**src/dpcc_consts.vh**
```
`ifndef DPCC_CONSTS_VH
`define DPCC_CONSTS_VH

// ************************************************************
// Object dictionary indices and subindices
// ************************************************************
`define DPCC_IDX_VAL32_B    16'h4014
`define DPCC_IDX_HALF_B     16'h4015
`define DPCC_IDX_OCTET_B    16'h4016
`define DPCC_IDX_SELECT     16'h402F
`define DPCC_IDX_CTRL       16'h60B8
`define DPCC_IDX_STAT       16'h60B9
`define DPCC_IDX_SRC        16'h60D0
`define DPCC_IDX_RCNT_A     16'h60D5
`define DPCC_IDX_FCNT_A     16'h60D6
`define DPCC_IDX_RCNT_B     16'h60D7
`define DPCC_IDX_FCNT_B     16'h60D8
`define DPCC_SUB_COUNT      8'h00
`define DPCC_SUB_V0         8'h01
`define DPCC_SUB_V1         8'h02
`define DPCC_SUB_V2         8'h03
`define DPCC_GROUP_COUNT    32'h00000003
`define DPCC_SRC_COUNT      32'h00000002

// ************************************************************
// Control and status word bit positions
// ************************************************************
`define DPCC_B_OFS          8
`define DPCC_BIT_EN         0
`define DPCC_BIT_REP        1
`define DPCC_BIT_TRIG       2
`define DPCC_BIT_RISE       4
`define DPCC_BIT_FALL       5
`define DPCC_BIT_USER0      6
`define DPCC_BIT_USER1      7
`define DPCC_ST_RISE        1
`define DPCC_ST_FALL        2
`define DPCC_CTRL_MASK      16'hF7F7

// ************************************************************
// Reset values and codes
// ************************************************************
`define DPCC_CTRL_RST       16'h0000
`define DPCC_SEL_CUSTOM     16'h0000
`define DPCC_SEL_CIA402     16'h0001
`define DPCC_SRC_A_RST      16'h0001
`define DPCC_SRC_B_RST      16'h0000
`define DPCC_SRC_PROBE1     16'h0001
`define DPCC_SRC_PROBE2     16'h0002
`define DPCC_SRC_FBIDX      16'h0005
`define DPCC_SRC_MASTER     16'hFFFF

`endif

```
**src/dpcc_sync.v**
```verilog
`timescale 1ns/10ps
// ************************************************************
// Two-stage synchroniser for the four trigger pins
// ************************************************************
module dpcc_sync (
  input  wire       sys_clk,  // System clock
  input  wire       reset_n,  // Synchronous reset, active low
  input  wire [3:0] pin_in,   // Asynchronous pin levels
  output reg  [3:0] sync_q    // Synchronised levels
);
  reg [3:0] meta_q;

  always @(posedge sys_clk) begin
    if (!reset_n) begin
      meta_q <= 4'h0;
      sync_q <= 4'h0;
    end else begin
      meta_q <= pin_in;
      sync_q <= meta_q;
    end
  end
endmodule // dpcc_sync

```
**src/dpcc_unit.v**
```verilog
`timescale 1ns/10ps
// ************************************************************
// One capture unit: edge detect, capture, flags, counters
// ************************************************************
module dpcc_unit (
  input  wire        sys_clk,     // System clock
  input  wire        reset_n,     // Synchronous reset, active low
  input  wire        enable,      // Unit enable
  input  wire        repeat_mode, // 1 = repetitive, 0 = single
  input  wire        rise_en,     // Capture on rising edge
  input  wire        fall_en,     // Capture on falling edge
  input  wire        trig,        // Synchronised trigger level
  input  wire [31:0] q0,          // Quantity 0 to capture
  input  wire [31:0] q1,          // Quantity 1 to capture
  input  wire [31:0] q2,          // Quantity 2 to capture
  output reg  [31:0] cap0_q,      // Captured quantity 0
  output reg  [31:0] cap1_q,      // Captured quantity 1
  output reg  [31:0] cap2_q,      // Captured quantity 2
  output reg         rise_seen_q, // Rising capture done
  output reg         fall_seen_q, // Falling capture done
  output reg  [15:0] rise_cnt_q,  // Rising captures count
  output reg  [15:0] fall_cnt_q,  // Falling captures count
  output reg         active_q     // Capture still armed
);
  reg  trig_prev_q;
  wire rise_take;
  wire fall_take;
  wire single_done;

  // Single mode takes one value per edge until re-enabled
  assign rise_take = enable & rise_en & trig & ~trig_prev_q
                   & (repeat_mode | ~rise_seen_q);
  assign fall_take = enable & fall_en & ~trig & trig_prev_q
                   & (repeat_mode | ~fall_seen_q);
  assign single_done = (~rise_en | rise_seen_q) & (~fall_en | fall_seen_q);

  always @(posedge sys_clk) begin
    if (!reset_n) begin
      trig_prev_q <= 1'b0;
      cap0_q      <= 32'h00000000;
      cap1_q      <= 32'h00000000;
      cap2_q      <= 32'h00000000;
      rise_seen_q <= 1'b0;
      fall_seen_q <= 1'b0;
      rise_cnt_q  <= 16'h0000;
      fall_cnt_q  <= 16'h0000;
      active_q    <= 1'b0;
    end else begin
      trig_prev_q <= trig;
      if (rise_take | fall_take) begin
        cap0_q <= q0;
        cap1_q <= q1;
        cap2_q <= q2;
      end
      if (rise_take) begin
        rise_seen_q <= 1'b1;
        rise_cnt_q  <= rise_cnt_q + 16'h0001;
      end else if (!enable) begin
        rise_seen_q <= 1'b0;
      end
      if (fall_take) begin
        fall_seen_q <= 1'b1;
        fall_cnt_q  <= fall_cnt_q + 16'h0001;
      end else if (!enable) begin
        fall_seen_q <= 1'b0;
      end
      active_q <= enable & (repeat_mode | ~single_done);
    end
  end
endmodule // dpcc_unit

```
**src/dpcc_top.v**
```verilog
`timescale 1ns/10ps
// Contract
// - Unit B quantities readable as signed 16-bit copies, three entries.
// - Unit B quantities readable as signed 8-bit copies, three entries.
// - Unit B quantities kept as signed 32-bit read-only values.
// - Selector: 0 custom, 1 CiA-402 management; resets to 0.
// - In custom mode, selector change refused while a unit is active.
// - In CiA-402 mode, refuse change if bit 0 or 8 set in both words.
// - Control bit 0 enables unit A, bit 8 unit B; resets to 0.
// - Bits 1 and 9: single capture when clear, repetitive when set.
// - Bits 2 and 10: digital input when clear, encoder index when set.
// - Bits 4 and 12 enable rising edge capture.
// - Bits 5 and 13 enable falling edge capture.
// - Bits 3 and 11 reserved; 6, 7, 14, 15 stored for the user.
// - Status bits 0 and 8 show units A and B enabled.
// - Status bits 1 and 9 read 0 until a rising capture.
// - Status bits 2 and 10 read 0 until a falling capture.
// - Source codes: 1 probe 1, 2 probe 2, 5 index, -1 master index.
// - Separate read-only 16-bit rising and falling counters per unit.
`include "dpcc_consts.vh"

module dpcc_top (
  input  wire        sys_clk,       // System clock, 100 MHz
  input  wire        reset_n,       // Synchronous reset, active low
  input  wire        probe_in1,     // Probe digital input 1 pin
  input  wire        probe_in2,     // Probe digital input 2 pin
  input  wire        fb_index,      // Feedback encoder index pin
  input  wire        master_index,  // Master encoder index pin
  input  wire [31:0] quantity0,     // Live quantity 0 (position)
  input  wire [31:0] quantity1,     // Live quantity 1
  input  wire [31:0] quantity2,     // Live quantity 2
  input  wire [15:0] obj_index,     // Object index of access
  input  wire [7:0]  obj_sub,       // Object subindex of access
  input  wire        obj_wr,        // Write strobe
  input  wire        obj_rd,        // Read strobe
  input  wire [31:0] obj_wdata,     // Write data
  output reg  [31:0] obj_rdata,     // Read data
  output reg         obj_ack,       // Access accepted pulse
  output reg         obj_err,       // Access refused pulse
  output reg         unit_a_active_flag, // Unit A capture armed
  output reg         unit_b_active_flag  // Unit B capture armed
);

  // ************************************************************
  // Functions
  // ************************************************************
  // Trigger pick: pins are {master, fb index, probe2, probe1}
  function pick_trig;
    input        use_index;
    input [15:0] src;
    input [3:0]  pins;
    begin
      if (use_index) begin
        pick_trig = pins[2];
      end else begin
        case (src)
          `DPCC_SRC_PROBE1: pick_trig = pins[0];
          `DPCC_SRC_PROBE2: pick_trig = pins[1];
          `DPCC_SRC_FBIDX:  pick_trig = pins[2];
          `DPCC_SRC_MASTER: pick_trig = pins[3];
          default:          pick_trig = 1'b0;
        endcase
      end
    end
  endfunction

  function hit;
    input [15:0] idx;
    input [7:0]  sub;
    begin
      hit = (obj_index == idx) && (obj_sub == sub);
    end
  endfunction

  // ************************************************************
  // Registers and wires
  // ************************************************************
  reg  [15:0] ctrl_q;
  reg  [15:0] select_q;
  reg  [15:0] src_a_q;
  reg  [15:0] src_b_q;
  reg  [15:0] stat_q;
  reg  [31:0] rd_d;
  reg         rd_hit_d;
  reg         wr_ok_d;
  wire [3:0]  pins_sync;
  wire        trig_a;
  wire        trig_b;
  wire [31:0] a_cap0;
  wire [31:0] a_cap1;
  wire [31:0] a_cap2;
  wire [31:0] b_cap0;
  wire [31:0] b_cap1;
  wire [31:0] b_cap2;
  wire        a_rise_seen;
  wire        a_fall_seen;
  wire        b_rise_seen;
  wire        b_fall_seen;
  wire [15:0] a_rise_cnt;
  wire [15:0] a_fall_cnt;
  wire [15:0] b_rise_cnt;
  wire [15:0] b_fall_cnt;
  wire        a_active;
  wire        b_active;
  wire        sel_locked;
  wire        sel_w;
  wire        ctrl_w;
  wire        srca_w;
  wire        srcb_w;
  wire [15:0] wr16;

  localparam BE = `DPCC_B_OFS;

  // ************************************************************
  // Pin synchronisation and trigger selection
  // ************************************************************
  dpcc_sync u_sync (
    .sys_clk (sys_clk),
    .reset_n (reset_n),
    .pin_in  ({master_index, fb_index, probe_in2, probe_in1}),
    .sync_q  (pins_sync)
  );

  assign trig_a = pick_trig(ctrl_q[`DPCC_BIT_TRIG], src_a_q, pins_sync);
  assign trig_b = pick_trig(ctrl_q[`DPCC_BIT_TRIG + `DPCC_B_OFS], src_b_q,
                            pins_sync);

  // ************************************************************
  // Capture units
  // ************************************************************
  dpcc_unit u_unit_a (
    .sys_clk     (sys_clk),
    .reset_n     (reset_n),
    .enable      (ctrl_q[`DPCC_BIT_EN]),
    .repeat_mode (ctrl_q[`DPCC_BIT_REP]),
    .rise_en     (ctrl_q[`DPCC_BIT_RISE]),
    .fall_en     (ctrl_q[`DPCC_BIT_FALL]),
    .trig        (trig_a),
    .q0          (quantity0),
    .q1          (quantity1),
    .q2          (quantity2),
    .cap0_q      (a_cap0),
    .cap1_q      (a_cap1),
    .cap2_q      (a_cap2),
    .rise_seen_q (a_rise_seen),
    .fall_seen_q (a_fall_seen),
    .rise_cnt_q  (a_rise_cnt),
    .fall_cnt_q  (a_fall_cnt),
    .active_q    (a_active)
  );

  dpcc_unit u_unit_b (
    .sys_clk     (sys_clk),
    .reset_n     (reset_n),
    .enable      (ctrl_q[`DPCC_BIT_EN + `DPCC_B_OFS]),
    .repeat_mode (ctrl_q[`DPCC_BIT_REP + `DPCC_B_OFS]),
    .rise_en     (ctrl_q[`DPCC_BIT_RISE + `DPCC_B_OFS]),
    .fall_en     (ctrl_q[`DPCC_BIT_FALL + `DPCC_B_OFS]),
    .trig        (trig_b),
    .q0          (quantity0),
    .q1          (quantity1),
    .q2          (quantity2),
    .cap0_q      (b_cap0),
    .cap1_q      (b_cap1),
    .cap2_q      (b_cap2),
    .rise_seen_q (b_rise_seen),
    .fall_seen_q (b_fall_seen),
    .rise_cnt_q  (b_rise_cnt),
    .fall_cnt_q  (b_fall_cnt),
    .active_q    (b_active)
  );

  // ************************************************************
  // Write decode and selector lock
  // ************************************************************
  assign wr16   = obj_wdata[15:0];
  assign sel_w  = obj_wr && hit(`DPCC_IDX_SELECT, `DPCC_SUB_COUNT);
  assign ctrl_w = obj_wr && hit(`DPCC_IDX_CTRL, `DPCC_SUB_COUNT);
  assign srca_w = obj_wr && hit(`DPCC_IDX_SRC, `DPCC_SUB_V0);
  assign srcb_w = obj_wr && hit(`DPCC_IDX_SRC, `DPCC_SUB_V1);

  assign sel_locked = (select_q == `DPCC_SEL_CUSTOM)
                    ? (unit_a_active_flag | unit_b_active_flag)
                    : ((ctrl_q[`DPCC_BIT_EN] & stat_q[`DPCC_BIT_EN])
                       | (ctrl_q[`DPCC_BIT_EN + `DPCC_B_OFS]
                          & stat_q[`DPCC_BIT_EN + `DPCC_B_OFS]));

  always @* begin
    wr_ok_d = 1'b0;
    if (ctrl_w || srca_w || srcb_w) begin
      wr_ok_d = 1'b1;
    end else if (sel_w) begin
      wr_ok_d = ((wr16 == `DPCC_SEL_CUSTOM) || (wr16 == `DPCC_SEL_CIA402))
              && (!sel_locked || (wr16 == select_q));
    end
  end

  always @(posedge sys_clk) begin
    if (!reset_n) begin
      ctrl_q   <= `DPCC_CTRL_RST;
      select_q <= `DPCC_SEL_CUSTOM;
      src_a_q  <= `DPCC_SRC_A_RST;
      src_b_q  <= `DPCC_SRC_B_RST;
    end else begin
      if (ctrl_w) begin
        ctrl_q <= wr16 & `DPCC_CTRL_MASK;
      end
      if (sel_w && wr_ok_d) begin
        select_q <= wr16;
      end
      if (srca_w) begin
        src_a_q <= wr16;
      end
      if (srcb_w) begin
        src_b_q <= wr16;
      end
    end
  end

  // ************************************************************
  // Status word and active flags
  // ************************************************************
  always @(posedge sys_clk) begin
    if (!reset_n) begin
      stat_q             <= 16'h0000;
      unit_a_active_flag <= 1'b0;
      unit_b_active_flag <= 1'b0;
    end else begin
      stat_q <= 16'h0000;
      stat_q[`DPCC_BIT_EN]        <= ctrl_q[`DPCC_BIT_EN];
      stat_q[`DPCC_ST_RISE]       <= a_rise_seen;
      stat_q[`DPCC_ST_FALL]       <= a_fall_seen;
      stat_q[`DPCC_BIT_USER0]     <= ctrl_q[`DPCC_BIT_USER0];
      stat_q[`DPCC_BIT_USER1]     <= ctrl_q[`DPCC_BIT_USER1];
      stat_q[`DPCC_BIT_EN + BE]   <= ctrl_q[`DPCC_BIT_EN + BE];
      stat_q[`DPCC_ST_RISE + BE]  <= b_rise_seen;
      stat_q[`DPCC_ST_FALL + BE]  <= b_fall_seen;
      stat_q[`DPCC_BIT_USER0 + BE] <= ctrl_q[`DPCC_BIT_USER0 + BE];
      stat_q[`DPCC_BIT_USER1 + BE] <= ctrl_q[`DPCC_BIT_USER1 + BE];
      unit_a_active_flag <= a_active;
      unit_b_active_flag <= b_active;
    end
  end

  // ************************************************************
  // Read decode
  // ************************************************************
  always @* begin
    rd_d     = 32'h00000000;
    rd_hit_d = 1'b1;
    case (obj_index)
      `DPCC_IDX_VAL32_B: begin
        case (obj_sub)
          `DPCC_SUB_COUNT: rd_d = `DPCC_GROUP_COUNT;
          `DPCC_SUB_V0:    rd_d = b_cap0;
          `DPCC_SUB_V1:    rd_d = b_cap1;
          `DPCC_SUB_V2:    rd_d = b_cap2;
          default:         rd_hit_d = 1'b0;
        endcase
      end
      `DPCC_IDX_HALF_B: begin
        case (obj_sub)
          `DPCC_SUB_COUNT: rd_d = `DPCC_GROUP_COUNT;
          `DPCC_SUB_V0: rd_d = {{16{b_cap0[15]}}, b_cap0[15:0]};
          `DPCC_SUB_V1: rd_d = {{16{b_cap1[15]}}, b_cap1[15:0]};
          `DPCC_SUB_V2: rd_d = {{16{b_cap2[15]}}, b_cap2[15:0]};
          default:         rd_hit_d = 1'b0;
        endcase
      end
      `DPCC_IDX_OCTET_B: begin
        case (obj_sub)
          `DPCC_SUB_COUNT: rd_d = `DPCC_GROUP_COUNT;
          `DPCC_SUB_V0:    rd_d = {{24{b_cap0[7]}}, b_cap0[7:0]};
          `DPCC_SUB_V1:    rd_d = {{24{b_cap1[7]}}, b_cap1[7:0]};
          `DPCC_SUB_V2:    rd_d = {{24{b_cap2[7]}}, b_cap2[7:0]};
          default:         rd_hit_d = 1'b0;
        endcase
      end
      `DPCC_IDX_SRC: begin
        case (obj_sub)
          `DPCC_SUB_COUNT: rd_d = `DPCC_SRC_COUNT;
          `DPCC_SUB_V0:    rd_d = {{16{src_a_q[15]}}, src_a_q};
          `DPCC_SUB_V1:    rd_d = {{16{src_b_q[15]}}, src_b_q};
          default:         rd_hit_d = 1'b0;
        endcase
      end
      `DPCC_IDX_SELECT: rd_d = {16'h0000, select_q};
      `DPCC_IDX_CTRL:   rd_d = {16'h0000, ctrl_q};
      `DPCC_IDX_STAT:   rd_d = {16'h0000, stat_q};
      `DPCC_IDX_RCNT_A: rd_d = {16'h0000, a_rise_cnt};
      `DPCC_IDX_FCNT_A: rd_d = {16'h0000, a_fall_cnt};
      `DPCC_IDX_RCNT_B: rd_d = {16'h0000, b_rise_cnt};
      `DPCC_IDX_FCNT_B: rd_d = {16'h0000, b_fall_cnt};
      default:          rd_hit_d = 1'b0;
    endcase
    if ((obj_sub != `DPCC_SUB_COUNT)
        && ((obj_index == `DPCC_IDX_SELECT) || (obj_index == `DPCC_IDX_CTRL)
            || (obj_index == `DPCC_IDX_STAT)
            || (obj_index[15:4] == 12'h60D
                && obj_index != `DPCC_IDX_SRC))) begin
      rd_hit_d = 1'b0;
      rd_d     = 32'h00000000;
    end
  end

  // ************************************************************
  // Access answer
  // ************************************************************
  always @(posedge sys_clk) begin
    if (!reset_n) begin
      obj_rdata <= 32'h00000000;
      obj_ack   <= 1'b0;
      obj_err   <= 1'b0;
    end else begin
      obj_ack <= 1'b0;
      obj_err <= 1'b0;
      if (obj_wr) begin
        obj_ack <= wr_ok_d;
        obj_err <= ~wr_ok_d;
      end else if (obj_rd) begin
        obj_rdata <= rd_d;
        obj_ack   <= rd_hit_d;
        obj_err   <= ~rd_hit_d;
      end
    end
  end
endmodule // dpcc_top

```
**config.mk**
```make
export PLATFORM = sky130hd
export DESIGN_NAME = dpcc_top
export DESIGN_NICKNAME = d
export VERILOG_FILES = /design/src/dpcc_sync.v /design/src/dpcc_unit.v /design/src/dpcc_top.v
export VERILOG_INCLUDE_DIRS = /design/src
export SDC_FILE = /design/constraint.sdc
export NUM_CORES = 1
export LEC_CHECK = 0
export BUFFER_PORTS_ARGS = -buffer_cell sky130_fd_sc_hd__buf_4
export CAP_MARGIN = 20
export CELL_PAD_IN_SITES_DETAIL_PLACEMENT = 2
export CELL_PAD_IN_SITES_GLOBAL_PLACEMENT = 2
export CORE_MARGIN = 1.5
export CORE_UTILIZATION = 37
export DETAILED_ROUTE_END_ITERATION = 6
export PLACE_DENSITY_LB_ADDON = 0.05
export SYNTH_ARGS = -nofsm -noshare
export SYNTH_HDL_FRONTEND = slang
export SYNTH_SLANG_ARGS = --single-unit
```
**constraint.sdc**
```tcl
create_clock -name sys_clk -period 5.65 [get_ports sys_clk]
set_clock_uncertainty 0.2 [all_clocks]
set_input_delay 1.13 -clock sys_clk [delete_from_list [all_inputs] [get_ports sys_clk]]
set_output_delay 1.13 -clock sys_clk [all_outputs]
set_load 0.02 [all_outputs]
```
* Word-level counts from Yosys, hierarchy flattened
Cells that the tools add are included.
** Cells by class
- Multiplexer cells :: 27
- Bitwise logic cells :: 52
- Reduce and logical (&&, ||, !) cells :: 29
- Eq/ne operators :: 30
- $add $sub $neg :: 4
** Operators by type and width (number)
- $pmux W32 S4 :: 3
- $pmux W32 S11 :: 1
- $eq A16 B15 Y1 const B :: 11
- $pmux W32 S3 :: 1
- $add A16 B1 Y16 const B :: 4
- $eq A16 B1 Y1 const B :: 3
- $eq A16 B16 Y1 const B :: 2
- $eq A16 B2 Y1 const B :: 2
- $eq A16 B3 Y1 const B :: 2
- $logic_not A16 Y1 :: 2
- $mux W32 :: 1
- $and A1 B1 Y1 :: 22
- $mux W1 :: 18
- $not A1 Y1 :: 17
- $eq A16 B16 Y1 :: 1
- $eq A8 B2 Y1 const B :: 2
- $ne A16 B15 Y1 const B :: 1
- $or A1 B1 Y1 :: 13
- $eq A12 B11 Y1 const B :: 1
- $logic_and A1 B1 Y1 :: 12
- $eq A8 B1 Y1 const B :: 1
- $logic_not A8 Y1 :: 1
- $ne A2 B1 Y1 const B :: 4
- $pmux W1 S4 :: 2
- other kinds (8) :: 15
** Word-level totals
- Output and inout bits :: 36
- Word-level logic and storage cells :: 170
- Flip-flop bits (word level) :: 290
- Bits of input ports :: 160

* Logic depth before layout (Yosys ltp)
Gate-level depths: netlist (run 1).
- Depth after elaboration :: 10
- Mapped depth :: 10
- Gate-level depth less buffers :: 6

* Hierarchy
From an unflattened synthesis (run 1), not the netlist that was laid out.
** Unflattened totals
- Cells, all modules :: 2039
- Area total of the unflattened synthesis :: 16843.7 µm²
** By module, submodules not included
- dpcc_top :: sequential area each 2162.1 µm², area an instance 6394.9 µm², times used 1, cells each 789
- dpcc_unit (u_unit_a) :: sequential area each 2642.5 µm², area an instance 5217.5 µm², times used 1, cells each 627
- dpcc_unit (u_unit_b) :: sequential area each 2642.5 µm², area an instance 5021.1 µm², times used 1, cells each 607
- dpcc_sync :: sequential area each 160.2 µm², area an instance 210.2 µm², times used 1, cells each 16

* Least setup slack after synthesis (run 1)
Ideal clock, no wire load.
- Path type :: input -> register
- From :: input obj_index[1]
- To :: register ctrl_q[8]
- Stages on the path :: 10
- Path buffers :: 4
- Arrival :: 2992 ps
- Setup time :: 132 ps
- Setup slack :: 2326 ps
- Required time :: 5318 ps
- Path through :: buf_2 -> or2_1 -> or2_1 -> clkbuf_1 -> or3_1 -> or2_2 -> clkbuf_1 -> buf_2 -> nand2_1 -> a21oi_1
** On the way
- Cells in the longest elaborated chain, start to end :: 3
** RTL lines
- start: declaration :: RTL line dpcc_top.v:32 : input wire [15:0] obj_index,
- $eq A16 B15 Y1 :: RTL line dpcc_top.v:71 : hit = (obj_index == idx) && (obj_sub == sub);
- $logic_and A1 B1 Y1 :: RTL line dpcc_top.v:71
- $logic_and A1 B1 Y1 :: RTL line dpcc_top.v:178 : assign ctrl_w = obj_wr && hit(`DPCC_IDX_CTRL, `DPCC_SUB_COUNT);
- end signal: assignment :: RTL line dpcc_top.v:200 : ctrl_q <= `DPCC_CTRL_RST;
- end signal: assignment :: RTL line dpcc_top.v:206 : ctrl_q <= wr16 & `DPCC_CTRL_MASK;
- end: declaration :: RTL line dpcc_top.v:78 : reg [15:0] ctrl_q;
No other way between the ends.
A chain may end at the register's enable or synchronous reset.

* Final worst setup path (run 1)
- From :: register src_b_q[2]
- To :: register u_unit_b.cap2_q[2]
** On the way
- Cells in the longest elaborated chain, start to end :: 8
- Elaborated cells on any way between the ends :: 14
- Classes of those cells :: eq/ne: 4; mux: 2; bitwise: 8
** RTL lines
- start: declaration :: RTL line dpcc_top.v:81 : reg [15:0] src_b_q;
- start signal: assignment :: RTL line dpcc_top.v:203 : src_b_q <= `DPCC_SRC_B_RST;
- start signal: assignment :: RTL line dpcc_top.v:215 : src_b_q <= wr16;
- $eq A16 B16 Y1 (tied with other cells) :: RTL line dpcc_top.v:56 : case (src)
- $pmux W1 S4 * :: RTL line dpcc_top.v:56
- $mux W1 * :: RTL line dpcc_top.v:53 : if (use_index) begin
- $not A1 Y1 :: RTL line dpcc_unit.v:33 : assign fall_take = enable & fall_en & ~trig & trig_prev_q
- $and A1 B1 Y1 (2 in a row) :: RTL line dpcc_unit.v:33
- $and A1 B1 Y1 :: RTL line dpcc_unit.v:34 : & (repeat_mode | ~fall_seen_q);
- $or A1 B1 Y1 * :: RTL line dpcc_unit.v:50 : if (rise_take | fall_take) begin
- end signal: assignment :: RTL line dpcc_unit.v:53 : cap2_q <= q2;
- end: declaration :: RTL line dpcc_unit.v:18 : output reg [31:0] cap2_q,
Every way passes the cells marked *; elsewhere a longest branch is shown, timed or not.

==> results by group, run 1 <==
Synthesis
  • Top cell type's share of synthesized area: 41.7%
  • Synth Warn #: 0
  • Area contributors post-synth: dfxtp_1 (42%), nand2_1 (9.8%), mux2i_1 (8.3%)
  • Sequential area share after synthesis: 41.7%
  • Distinct cells, synth: 76
  • Cells after synthesis: 1606
  • Synth Register Bits: 284
  • Async SR Flop Fraction: 0%
  • Post-synth EDFFs: 0
  • Mapped Avg Cell Area: 8.50 sq um
  • Syn nets: 1770
  • Area leader, netlist: dfxtp_1
  • Syn Std Cell Area: 0.0136 sq mm
  • Ys flop type: dfxtp_1

Worst hold path
  • Hold Crit Start: u_unit_b.active_q
  • Hold Crit Class: reg -> reg

Finish
  • Final Cell Area: 0.0165 sq mm
  • Cell Count, Final, Fillers Out: 2230
  • Layout cells sized above 1: 17.8%
  • Area growth from synthesis to layout: 21.2%
  • Nets: 1898

Global route
  • Global-route wire length before repair: 81.8 mm
  • Pin count of the biggest net entering global routing: 90
  • Number of global-route vias before repair: 13633
  • Initial antenna violation count: 1
  • GRT Util Overall: 27.7%
  • Grt total ovfl: 0

Placed design
  • DP HPWL: 38.0 mm
  • Placed instance area: 0.0152 sq mm
  • RePlAce Congestion: 0.858
  • IO buf count: 179
  • Placed Cells: 2162

CTS
  • H-Tree Depth: 2
  • Clock root cell: clkbuf_16
  • Clock latency on the worst-skew pair: 0.54 ns
  • Postcts setup bufs: 0
  • Worst-path clk slew: 0.06 ns
  • CTS Buf Count: 36
  • Cts hold-fix bufs: 0
  • Clock Sinks: 284
  • CTS tree: built
  • Post_cts resized: 0
  • Clock tree buffer depth: 3

Routing
  • Drt total wl: 53.3 mm
  • DR WL/cell: 23.9 um
  • DRT Pass-1 Iters: 6
  • Residual DRC count: 0
  • Initial DRC Count: 694
  • Vias per inst: 5.84
  • Via count: 13014
  • Antenna viol nets, final: 0

STA
  • Highest clock rate: 262 MHz
  • Fin crit period: 3.82 ns
  • Period utilisation layout: 67.6%
  • Final setup viols: 0
  • Max-slew headroom: 28.1%
  • RSZ-0062 raised after global routing: false
  • Total negative slack: 0 ns
  • Max Slew Vio Count: 0
  • Worst-Margin Slew: 1.08 ns
  • Fin. Hold Viols: 0

Floorplanning
  • Die X-Extent: 195 um
  • I/O Pins: 196
  • Chip Height: 195 um
  • Die ar.: 0.0380 sq mm
  • Num rows: 70
  • Starting density of the core: 37.4%
  • Core footprint: 0.0364 sq mm

Run
  • Max-cap check violation count: 0

Power and ir drop
  • Static Leak: 6.70 nW
  • Switch share: 22.9%
  • P_sw: 0.00110 W
  • PwrDens: 289 mW/mm^2
  • Internal power: 0.00369 W
  • Worst vdd ir: 174 uV
  • Clock group share of total power: 52.6%
  • Sequential Power Share: 42.0%
  • Comb pwr share: 5.3%

Worst setup path
  • FF-to-FF setup slack: 1.83 ns
  • Critical path arrival: 3.97 ns
  • Crit path from: src_b_q[2]
  • Startpoint types: flop
  • Data required, critical path: 5.80 ns
  • Worst-path maximum fanout: 58
  • Reg2Reg Depth: 7
  • Critical R2R Capture: u_unit_b.cap2_q[2]
  • Critical Path Sink: u_unit_b.cap2_q[2]
  • FF-to-FF Start: src_b_q[2]
  • CP endpoint kind: flop
  • Setup CP Type: reg -> reg

Outcome
  • Status: complete, no violations
==> layout by cell type, fill, tap and decap left out, types with 23 or more instances in the layout <==
master     count
mux2i_1      113
nand2_1      357
buf_4        196
mux2_2        33
dfxtp_1      284
or3_1         23
o21ai_0       28
a22oi_1       29
a22o_1        33
inv_1         23
nand4_1       33
and2_1        25
a221oi_1      25
nor2_1        54
clkbuf_16     37
a21oi_1      104
nor4_1        28
xnor2_1       32
nand3_1       38
and3_1        41
==> layout make-up <==
type,count,area [sq um]
diodes,1,2.50
clock buffers,50,1050
clock inverters,15,233
fillers,4044,19900
inverters,24,90.1
multi-input cells,1189,7380
flip-flops and latches,284,5690
well taps,468,586
repair buffers,199,1510
==> state kept, by name (all words and copies together), names as in the netlist, 4 cells and up <==
name,count
u_sync.meta_q,4
u_unit_b.cap2_q,32
u_unit_b.rise_cnt_q,16
src_b_q,16
u_unit_b.fall_cnt_q,16
stat_q,10
ctrl_q,14
u_unit_b.cap1_q,32
src_a_q,16
u_unit_a.fall_cnt_q,16
u_unit_b.cap0_q,32
u_unit_a.rise_cnt_q,16
obj_rdata,32
u_sync.sync_q,4
select_q,16
==> power groups by stage <==
stage               Clock [W]  Combinational [W]  Sequential [W]
detailed placement          0           0.000256         0.00206
global route          0.00266           0.000275         0.00201
floorplan                   0           0.000105         0.00206
CTS                   0.00256           0.000258         0.00201
finish                0.00252           0.000256         0.00201
global placement            0           0.000252         0.00206
==> worst max-delay path, cell delays in order, from the launching register on <==
cell and delay [ns]:
dfxtp_1 0.43, mux2_2 0.38, a31oi_1 0.26, o32a_1 0.54, nand3_1 0.74, nor2b_4 0.36
buf_4 0.39, mux2i_1 0.23
==> through the flow <==
step | hold slack (ns) | power (W) | worst slack (ns) | utilization [%]
global placement | 0.214 | 0.00231 | 1.46 | 41.8
floorplan | 0.212 | 0.00216 | 2.33 | -
detailed placement | 0.230 | 0.00231 | 1.34 | 41.8
global route | 0.268 | 0.00494 | 1.67 | 45.4
CTS | 0.248 | 0.00483 | 1.87 | 45.4
finish | 0.242 | 0.00479 | 1.83 | 45.4
==> cells by family after synthesis <==
logic type / Yosys count / share of synthesized area [%]
xor+xnor: 38 / 2.44
flops: 284 / 41.7
mux: 146 / 11.0
compound gates: 308 / 15.4
simple gates: 693 / 24.8
buf+inv: 133 / 4.36
fa+ha+maj: 4 / 0.367
==> routing by layer <==
metal  vias to the layer above  GRT usage (%)  routed length (um)
met5                         -              0                   0
met4                         0           11.5                2220
met3                        98           4.01                2260
met2                       326           47.9               25800
met1                      6579           34.7               23100
li1                       6011              -                   -
==> cells in the mapped netlist, drive strengths merged (3+ instances only) <==
library cell / n
a211o: 3
a211oi: 11
a21oi: 105
a221oi: 25
a222oi: 8
a22o: 33
a22oi: 29
a31oi: 4
and2: 29
and3: 41
and4: 13
buf: 34
clkbuf: 75
dfxtp: 284
ha: 4
inv: 24
mux2: 33
mux2i: 113
nand2: 357
nand2b: 15
nand3: 38
nand4: 33
nand4b: 7
nor2: 56
nor2b: 7
nor3: 21
nor4: 30
nor4b: 4
o2111ai: 7
o211ai: 5
o21a: 3
o21ai: 41
o22ai: 5
o2bb2ai: 8
o31ai: 4
or2: 5
or3: 23
or4: 4
xnor2: 32
xor2: 6
==> worst min path at each step <==
stage                                    end  cells after the start
after detailed placement    u_sync.sync_q[3]                      1
after floorplan             u_sync.sync_q[0]                      1
final                     unit_b_active_flag                      1
after global routing        u_sync.sync_q[3]                      1
after CTS                 unit_b_active_flag                      1
after global placement      u_sync.sync_q[1]                      1
No activity file was read; power rests on OpenSTA's default activity.
==> inputs of run 2 (changes only) <==
CORE_UTILIZATION = 35   (was 37)
clock period = 3.9 ns   (was 5.65 ns; I/O delays follow)
==> results by group, run 2 (synthesized netlist as in run 1, its figures left out) <==
CTS
  • Clock Sinks: 284
  • CTS Buf Count: 36
  • Clock tree buffer depth: 3
  • Post_cts resized: 0
  • Worst-path clk slew: 0.06 ns
  • Postcts setup bufs: 0
  • CTS tree: built
  • H-Tree Depth: 2
  • Clock latency on the worst-skew pair: 0.56 ns
  • Clock root cell: clkbuf_16
  • Cts hold-fix bufs: 0

Global route
  • GRT Util Overall: 27.2%
  • Global-route wire length before repair: 84.6 mm
  • Pin count of the biggest net entering global routing: 200
  • Initial antenna violation count: 0
  • Grt total ovfl: 0
  • Number of global-route vias before repair: 14131

STA
  • Max-slew headroom: 34.6%
  • Period utilisation layout: 81.3%
  • Worst-Margin Slew: 0.980 ns
  • Fin crit period: 3.17 ns
  • Highest clock rate: 315 MHz
  • Final hold slack: 0.238 ns
  • Total negative slack: 0 ns
  • RSZ-0062 raised after global routing: false
  • Fin. Hold Viols: 0
  • Max Slew Vio Count: 0
  • Final setup viols: 0

Floorplanning
  • Chip Height: 200 um
  • Num rows: 72
  • Die ar.: 0.0402 sq mm
  • I/O Pins: 196
  • Core footprint: 0.0386 sq mm
  • Starting density of the core: 35.4%
  • Die X-Extent: 200 um

Outcome
  • Status: complete, no violations

Worst setup path
  • Setup CP Type: reg -> reg
  • Crit-path cells: mux2_2 > a31oi_1 > o32a_1 > nand3_1 > buf_4 > nor4b_1 > mux2i_1
  • Worst-path maximum fanout: 15
  • Data required, critical path: 4.18 ns
  • CP endpoint kind: flop
  • Critical path arrival: 3.45 ns
  • Max stage delay cell, worst path: o32a_1
  • Slowest stage delay, CP: 0.53 ns
  • Startpoint types: flop

Power and ir drop
  • P_sw: 0.00162 W
  • Worst vdd ir: 249 uV
  • Clock group share of total power: 53.4%
  • Static Leak: 6.86 nW
  • Comb pwr share: 5.4%
  • Internal power: 0.00545 W
  • Switch share: 22.9%
  • Sequential Power Share: 41.2%
  • PwrDens: 419 mW/mm^2

Finish
  • Area growth from synthesis to layout: 23.8%
  • Commonest non-fill, non-tap cell in the layout: nand2_1
  • Layout cells sized above 1: 18.9%
  • Number of fill cells: 4287
  • Commonest cells after routing, fill and taps aside: nand2_1 (357), dfxtp_1 (284), buf_4 (216), mux2i_1 (113), a21oi_1 (104)
  • Storage element area: 0.00569 sq mm
  • Nets: 1921
  • Multi-input gate area: 0.00738 sq mm
  • Antenna cells: 0

Routing
  • Initial DRC Count: 742
  • Drt total wl: 54.8 mm
  • DRT Pass-1 Iters: 5
  • Residual DRC count: 0
  • Vias per inst: 5.64
  • Via count: 12975
  • DR WL/cell: 23.8 um
  • Antenna viol nets, final: 0

Worst hold path
  • Hold Crit Class: in -> reg

Placed design
  • RePlAce Congestion: 0.893
  • DP HPWL: 39.1 mm
  • IO buf count: 179

Run
  • Max-cap check violation count: 0
==> run 2: cell count changes in the layout (fill, tap and decap cells not counted), sizes merged <==
cell	before	now
buf	197	221
clkinv	7	5
clkbuf	52	53
clkinvlp	0	1
diode	1	0
inv	26	24
==> run 2: path summary, 6_finish.rpt <==
kind | startpoint | to | slack (ns) | cells after the start
max | src_b_q[2] | u_unit_b.fall_cnt_q[15] | 0.73 | 7
min reg2reg | u_sync.meta_q[1] | u_sync.sync_q[1] | 0.24 | 1
max reg2reg | src_b_q[2] | u_unit_b.fall_cnt_q[15] | 0.73 | 7
min | fb_index | u_sync.meta_q[2] | 0.24 | 2
==> run 2: layout make-up <==
cell class / instances / area share (%)
clock buffer: 52 / 6.59
clock inverter: 12 / 1.41
inverter: 24 / 0.533
multi-input combinational: 1189 / 43.7
sequential: 284 / 33.7
tap: 518 / 3.84
timing repair buffer: 222 / 10.3
==> run 2: power groups by stage <==
stage | logic [W] | registers, W | clock network (W)
floorplan | 0.000152 | 0.00298 | 0
detailed placement | 0.000380 | 0.00298 | 0
global placement | 0.000376 | 0.00298 | 0
CTS | 0.000381 | 0.00291 | 0.00386
finish | 0.000379 | 0.00291 | 0.00378
global route | 0.000409 | 0.00291 | 0.00395
==> run 2: metrics by stage <==
| stage | utilization [%] | worst slack [ns] | power [W] | area [sq um] | std cells |
|---|---|---|---|---|---|
| CTS | 43.8 | 0.776 | 0.00715 | 16900 | 2301 |
| finish | 43.8 | 0.730 | 0.00707 | 16900 | 2301 |
| global route | 43.8 | 0.586 | 0.00727 | 16900 | 2301 |
| floorplan | - | 0.926 | 0.00313 | 13600 | 1606 |
| global placement | 40.3 | 0.480 | 0.00335 | 15500 | 2237 |
| detailed placement | 40.3 | 0.387 | 0.00336 | 15500 | 2237 |
==> run 2: worst max-delay path, delay by kind of cell, from the launching register on <==
kind / cells / cell delay [ns]
AO/OA/AOI/OAI: 2 / 0.76
AND/OR/NAND/NOR: 2 / 0.81
multiplexers: 2 / 0.59
buffers and inverters: 1 / 0.30
flip-flops: 1 / 0.41
==> run 2: layer usage <==
layer	up-vias	share of wire, %	global-route usage (%)
li1	6067	-	-
met3	105	4.4	4.19
met5	-	0	0
met4	0	4.2	12.5
met2	310	49	47.2
met1	6493	43	33.3
